$ cat src/verilog/parallel_io_pkg.sv
// Package for the four-port parallel I/O block: register indices, widths, reset values.
// Assumes a byte-wide internal processor bus with a small register address.
package parallel_io_pkg;
	localparam int          PORT_WIDTH      = 8;
	localparam int          PORT_COUNT      = 4;
	localparam int          ADDR_WIDTH      = 3;
	// Register indices on the internal bus
	localparam logic [2:0]  PORT_A_DATA     = 3'h0;
	localparam logic [2:0]  PORT_B_DATA     = 3'h1;
	localparam logic [2:0]  PORT_C_DATA     = 3'h2;
	localparam logic [2:0]  PORT_D_DATA     = 3'h3;
	localparam logic [2:0]  PORT_A_DIR      = 3'h4;
	localparam logic [2:0]  PORT_B_DIR      = 3'h5;
	localparam logic [2:0]  PORT_C_DIR      = 3'h6;
	localparam logic [2:0]  PORT_D_DIR      = 3'h7;
	// Bank select bit: upper half holds direction registers
	localparam int          DIR_SEL_BIT     = 2;
	// Reset and field constants
	localparam logic [7:0]  DIR_RESET       = 8'h00;
	localparam int          COMPARE_BIT     = 6;
	localparam logic [7:0]  PORT_D_DIR_MASK = 8'hBF;
endpackage : parallel_io_pkg

$ cat src/verilog/four_port_parallel_io.sv
// Four byte-wide parallel ports with direction registers and output latches.
// Assumes a synchronous byte bus with one-cycle write and registered read data; pins resolved outside.
// Function
// - Four eight-line ports: thirty-one bidirectional lines, one output-only line.
// - A pin drives when its direction bit is one, else it is input; port D bit 6 always drives.
// - Reset clears every direction register, making all pins inputs except port D bit 6.
// - Reset leaves output data latches untouched; their power-up value is undefined.
// - Software can write and read back every direction register; port D direction bit 6 always reads zero.
// - Data writes always update the latch; the pin drives only when direction is one, except port D bit 6.
// - Data reads of ports A-C return pin level for inputs, latch value for outputs.
// - Data registers of ports A-C at 0-2, their directions at 4-6.
// - Port D pins are shared with timer, serial and pulse-width sub-systems.
// - Shared port D bits still read the pin level while a sub-system runs.
// - Enabled sub-system supplies the pin value on bits 0-5 and 7; direction still gates their drivers.
// - Port D data at 3, direction at 7; bits 0-5 and 7 bidirectional.
// - Port D bit 6 is the compare output; reads give its pin level.
// - Port D data reads always reflect the actual pin level.
// - Zero latch with direction toggling gives open-drain style drive low or float.
// - Port D direction bits are zero at reset; bit 6 always reads zero while its driver stays on.
`timescale 1ns/1ps
`default_nettype none
module four_port_parallel_io
	import parallel_io_pkg::*;
#(
	parameter int WIDTH = PORT_WIDTH
) (
	// Clock and reset
	input  wire logic                  core_clk,
	input  wire logic                  sys_rst,
	// Internal processor bus
	input  wire logic [ADDR_WIDTH-1:0] bus_addr,
	input  wire logic                  bus_write,
	input  wire logic                  bus_read,
	input  wire logic [WIDTH-1:0]      bus_wdata,
	output var  logic [WIDTH-1:0]      bus_rdata,
	// Port A pins
	input  wire logic [WIDTH-1:0]      port_a_in,
	output var  logic [WIDTH-1:0]      port_a_out,
	output var  logic [WIDTH-1:0]      port_a_oe,
	// Port B pins
	input  wire logic [WIDTH-1:0]      port_b_in,
	output var  logic [WIDTH-1:0]      port_b_out,
	output var  logic [WIDTH-1:0]      port_b_oe,
	// Port C pins
	input  wire logic [WIDTH-1:0]      port_c_in,
	output var  logic [WIDTH-1:0]      port_c_out,
	output var  logic [WIDTH-1:0]      port_c_oe,
	// Port D shared pins
	input  wire logic [WIDTH-1:0]      shared_port_pins_in,
	output var  logic [WIDTH-1:0]      shared_port_pins_out,
	output var  logic [WIDTH-1:0]      shared_port_pins_oe,
	// Sub-system pin sharing: per-bit takeover and drive value
	input  wire logic [WIDTH-1:0]      subsys_drive_en,
	input  wire logic [WIDTH-1:0]      subsys_drive_val,
	// Timer compare level, driven out on the dedicated line
	input  wire logic                  compare_level
);
	typedef struct packed {
		logic [WIDTH-1:0] latch_a;
		logic [WIDTH-1:0] latch_b;
		logic [WIDTH-1:0] latch_c;
		logic [WIDTH-1:0] latch_d;
		logic [WIDTH-1:0] dir_a;
		logic [WIDTH-1:0] dir_b;
		logic [WIDTH-1:0] dir_c;
		logic [WIDTH-1:0] dir_d;
		logic [WIDTH-1:0] rdata;
	} io_state_t;

	io_state_t        state;
	io_state_t        next_state;
	logic [WIDTH-1:0] sync_a;
	logic [WIDTH-1:0] sync_b;
	logic [WIDTH-1:0] sync_c;
	logic [WIDTH-1:0] sync_d;
	logic [WIDTH-1:0] read_mux;
	logic [WIDTH-1:0] d_value;

	generate
		if (WIDTH != PORT_WIDTH)
		begin : g_bad_width
			$error("four_port_parallel_io supports only byte-wide ports");
		end
	endgenerate

	// Pin levels cross into the bus clock before any read sees them
	pin_sync #(.WIDTH(WIDTH)) u_sync_a (.core_clk(core_clk), .async_in(port_a_in), .sync_out(sync_a));
	pin_sync #(.WIDTH(WIDTH)) u_sync_b (.core_clk(core_clk), .async_in(port_b_in), .sync_out(sync_b));
	pin_sync #(.WIDTH(WIDTH)) u_sync_c (.core_clk(core_clk), .async_in(port_c_in), .sync_out(sync_c));
	pin_sync #(.WIDTH(WIDTH)) u_sync_d
	(
		.core_clk (core_clk),
		.async_in (shared_port_pins_in),
		.sync_out (sync_d)
	);

	// Register map, one byte per index:
	// 0-2 data of ports A-C, 3 data of port D,
	// 4-6 direction of ports A-C, 7 direction of port D.
	// Data reads of input bits see the pin two clocks late,
	// so software polling a fast pin sees a delayed level.
	// Port D data always reads the pin, whatever the direction,
	// which lets software watch sub-system outputs on the pins.
	// Read data selection per register index
	always_comb
	begin
		read_mux = '0;
		unique case (bus_addr)
			PORT_A_DATA: read_mux = (state.dir_a & state.latch_a) | (~state.dir_a & sync_a);
			PORT_B_DATA: read_mux = (state.dir_b & state.latch_b) | (~state.dir_b & sync_b);
			PORT_C_DATA: read_mux = (state.dir_c & state.latch_c) | (~state.dir_c & sync_c);
			PORT_D_DATA: read_mux = sync_d;
			PORT_A_DIR:  read_mux = state.dir_a;
			PORT_B_DIR:  read_mux = state.dir_b;
			PORT_C_DIR:  read_mux = state.dir_c;
			PORT_D_DIR:  read_mux = state.dir_d;
		endcase
	end

	// Register writes; data latches are written regardless of direction
	always_comb
	begin
		next_state = state;
		if (bus_read)
		begin
			next_state.rdata = read_mux;
		end
		if (bus_write)
		begin
			unique case (bus_addr)
				PORT_A_DATA: next_state.latch_a = bus_wdata;
				PORT_B_DATA: next_state.latch_b = bus_wdata;
				PORT_C_DATA: next_state.latch_c = bus_wdata;
				PORT_D_DATA: next_state.latch_d = bus_wdata;
				PORT_A_DIR:  next_state.dir_a = bus_wdata;
				PORT_B_DIR:  next_state.dir_b = bus_wdata;
				PORT_C_DIR:  next_state.dir_c = bus_wdata;
				PORT_D_DIR:  next_state.dir_d = bus_wdata & PORT_D_DIR_MASK;
			endcase
		end
	end

	// Reset touches only direction and read data, never the data latches
	always_ff @(posedge core_clk)
	begin
		state <= next_state;
		if (sys_rst)
		begin
			state.dir_a <= DIR_RESET;
			state.dir_b <= DIR_RESET;
			state.dir_c <= DIR_RESET;
			state.dir_d <= DIR_RESET;
			state.rdata <= '0;
		end
	end
	// Latches carry no reset term at all

	// Sub-systems take over the value, direction keeps the driver gate
	always_comb
	begin
		d_value = (subsys_drive_en & subsys_drive_val) | (~subsys_drive_en & state.latch_d);
		d_value[COMPARE_BIT] = compare_level;
	end

	// Pin drivers of ports A-C: value is latch, enable is direction bit
	assign port_a_out = state.latch_a;
	assign port_a_oe  = state.dir_a;
	assign port_b_out = state.latch_b;
	assign port_b_oe  = state.dir_b;
	assign port_c_out = state.latch_c;
	assign port_c_oe  = state.dir_c;
	assign shared_port_pins_out = d_value;
	// Bit 6 always drives; the other seven follow direction
	assign shared_port_pins_oe  = (state.dir_d & PORT_D_DIR_MASK) | ~PORT_D_DIR_MASK;
	assign bus_rdata = state.rdata;
endmodule : four_port_parallel_io
`default_nettype wire

$ cat src/verilog/pin_sync.sv
// Two-stage synchroniser for a bus of pin levels.
// Assumes pins are free-running asynchronous levels; output lags by two clocks.
`timescale 1ns/1ps
`default_nettype none
module pin_sync #(
	parameter int WIDTH = 8
) (
	// Clock
	input  wire logic             core_clk,
	// Pin levels in, synchronised levels out
	input  wire logic [WIDTH-1:0] async_in,
	output var  logic [WIDTH-1:0] sync_out
);
	typedef struct packed {
		logic [WIDTH-1:0] first;
		logic [WIDTH-1:0] second;
	} sync_state_t;

	sync_state_t state;
	sync_state_t next_state;

	generate
		if (WIDTH < 1)
		begin : g_bad
			$error("pin_sync needs WIDTH of at least one");
		end
	endgenerate

	// Second stage alone reads the first
	always_comb
	begin
		next_state.first  = async_in;
		next_state.second = state.first;
	end

	// No reset: a synchroniser carries no control state
	always_ff @(posedge core_clk)
	begin
		state <= next_state;
	end

	assign sync_out = state.second;
endmodule : pin_sync
`default_nettype wire
$ cat config.mk
export PLATFORM = sky130hd
export DESIGN_NAME = four_port_parallel_io
export DESIGN_NICKNAME = d
export VERILOG_FILES = /design/src/verilog/parallel_io_pkg.sv /design/src/verilog/four_port_parallel_io.sv /design/src/verilog/pin_sync.sv
export SDC_FILE = /design/constraint.sdc
export NUM_CORES = 1
export LEC_CHECK = 0
export BUFFER_PORTS_ARGS = -buffer_cell sky130_fd_sc_hd__buf_2
export CAP_MARGIN = 20
export CORE_MARGIN = 2
export CORE_UTILIZATION = 40
export DETAILED_ROUTE_END_ITERATION = 8
export PLACE_DENSITY = 0.73
export SLEW_MARGIN = 20
export SYNTH_ARGS = -nofsm -noshare
export SYNTH_HDL_FRONTEND = slang
export SYNTH_HIERARCHICAL = 1
export SYNTH_SLANG_ARGS = --single-unit
$ cat constraint.sdc
create_clock -name core_clk -period 1.47 [get_ports core_clk]
set_input_delay 0.294 -clock core_clk [delete_from_list [all_inputs] [get_ports core_clk]]
set_output_delay 0.294 -clock core_clk [all_outputs]
set_load 0.01 [all_outputs]
==> flow_summary.yaml <==
timing:
  report.final.slew_viol_count: 0
  setup_viol_count_final: 1
  post-route-period-util_pct: 101.5
  hold_violations: 0
  fin_crit_ns: 1.492
  fmax_mhz: 670.4
  grt_setup_unrepaired: "yes"
  skew_ns: 0.008805
  hold_slack_ns: 0.1655
  setup_ws_ns: -0.02172
routing:
  dr.pass1.iters: 4
  drc: 0
  ant_nets: 0
  avgViaCountPerCell: 4.678
  route.met2.wl_um: 6058
  highest_layer: "met4"
  initialDrtViolationCount: 209
  wl_per_cell_um: 15.65
  wl_met1_um: 4692
  dr_wl_met3_um: 859
  vias: 3513
  drt-total-wl_um: 11750
floorplanning:
  fp-row-count: 40
  fp.dieW_um: 115.9
  pin_count: 136
  start_util_pct: 41.35
  die_height_um: 115.9
  die-area_mm2: 0.01343
  core_region_area_mm2: 0.01211
layout:
  diodes: 0
  syn_to_final_growth_pct: 29.60
  nets: 634
  utilization_pct: 53.60
  drive_gt1_share_pct: 33.62
global_routing:
  grt_max_degree: 19
  grtUsageTotal_pct: 18.07
  overflow: 0
  grt_pass1_wl_um: 17910
  grt_pass1_vias: 3556
  antenna_found_initial: 0
clock_tree:
  cts_root_buf: "clkbuf_16"
  numCtsBuffers: 17
  post_cts_buffers: 0
  clk_latency_ns: 0.41
  cts.sinks: 134
  cts_tree: "yes"
  clk_pin_slew_ns: 0.05
  clk_path_buf_depth: 2
  htreeDepth: 4
synthesis:
  yosys_warnings: 6
  syn-mean-instance-area_um2: 11.31
  synth_edf_count: 31
  syn_inst: 443
  ys_ff_latch: 134
  syn-num-nets: 507
  ys_seq_area_share_pct: 59.76
  syn_area_mm2: 0.005009
  synth_cell_types: 34
  ys.flop_type: "dfxtp_1"
  ys_async_sr_fraction_pct: 0
setup_path:
  r2r_start: "port_c_oe[5]"
  crit_required_ns: 1.18
  crit_type: "reg2out"
  end_kind: "output pin"
  start_kind: "register"
  startpoint: "state[45]"
  crit_path_max_fanout: 1
  worstPathArrival_ns: 1.20
job:
  drv_cap: 0
status:
  status: "finished with violations"
  violations: "negative setup slack"
power:
  p_leak_nw: 2.651
  p_per_area_mw_per_mm2: 1313
  max-vdd-ir-drop_v: 0.0008884
hold_path:
  min_path_type: "in2reg"
  hp-start: "bus_wdata[6]"
placement:
  place_congestion: 0.8981
  io_buffers: 130
  hpwl_um: 8618
[worst max-delay path, cell delays in order, from the launching register on]
cell	delay, ns
edfxtp_1	0.38
mux2_4	0.29
buf_6	0.12
[cells by family after synthesis]
family / after synthesis / share of synthesized area, %
and+or+nand+nor: 117 / 11.14
AOI/OAI and AO/OA: 63 / 7.919
buffers and inverters: 82 / 11.74
other: 1 / 0.07487
muxes: 46 / 9.368
DFF: 134 / 59.76
[layer usage]
metal  GRT usage (%)  up-vias
met5               0        -
met2           31.19      120
met1           20.43     1662
li1                -     1720
met4           7.063        0
met3           6.538       11
[layout make-up]
| cell class | count | area [um2] |
|---|---|---|
| Timing Repair Buffer | 188 | 1279 |
| Clock inverter | 2 | 10.01 |
| Tap cell | 168 | 210.2 |
| Fill cell | 1102 | 5620 |
| Clock buffer | 30 | 555.5 |
| Inverter | 2 | 7.507 |
| Sequential cell | 134 | 2993 |
| Multi-Input combinational cell | 227 | 1436 |
[report_power, final]
| group | total (mW) | switching [mW] | leakage, nW | internal [mW] |
|---|---|---|---|---|
| Clock | 3.91 | 1.39 | 0.280 | 2.52 |
| Sequential | 3.99 | 0.0608 | 1.14 | 3.93 |
| Combinational | 0.630 | 0.309 | 1.23 | 0.321 |
[cells in the mapped netlist (2+ instances only)]
master	n	area share, %
nor2_1	11	0.82
dfxtp_1	103	41
buf_6	3	0.67
o22ai_1	13	1.6
mux2_2	7	1.6
nand2b_1	13	1.6
buf_2	4	0.40
clkbuf_1	5	0.37
or2_1	4	0.50
o311ai_1	7	1.2
a211oi_1	7	1.0
nor2_2	2	0.25
a21oi_1	31	3.1
edfxtp_1	31	19
buf_4	67	10
nor2b_1	16	2.0
mux2i_1	39	7.8
nand2_1	64	4.8
[cell usage in the layout (no fill, tap or decap), types with 7 or more instances in the layout]
cell type and count:
a211oi_1 7, a21oi_1 31, buf_2 124, buf_4 20, clkbuf_16 18, dfxtp_1 103, dlygate4sd3_1 32, edfxtp_1 31
mux2i_1 39, nand2_1 64, nand2b_1 13, nor2_1 11, nor2b_1 16, o22ai_1 13, o311ai_1 7
[through the flow]
stage	setup TNS, ns	setup WS [ns]	instance area, um2	total power, mW	cells
after floorplan	0	0.09410	5014	4.381	443
final	-0.02172	-0.02172	6491	8.525	751
after global placement	-0.003371	-0.003371	5564	4.593	687
after detailed placement	-0.2468	-0.04614	5564	4.609	687
after global routing	-0.2384	-0.07653	6491	8.853	751
after CTS	-0.1051	-0.05380	6485	8.618	751
[worst paths after layout]
path / endpoint / slack, ns / cells after the start
setup / recovery: shared_port_pins_out[5] / -0.02 / 2
hold / removal: port_c_out[6] / 0.17 / 1
setup reg to reg: bus_rdata[5] / 0.16 / 4
hold reg to reg: u_sync_b/sync_out[2] / 0.32 / 0
[repair_timing]
item | 4_1_cts | 5_1_grt
hold endpoints to repair | 32 | 0
endpoints found under the setup margin | 6 | 7
resized for setup | 6 | 1
hold buffers | 32 | 0
Note: power is estimated with default switching activity, not from simulation.
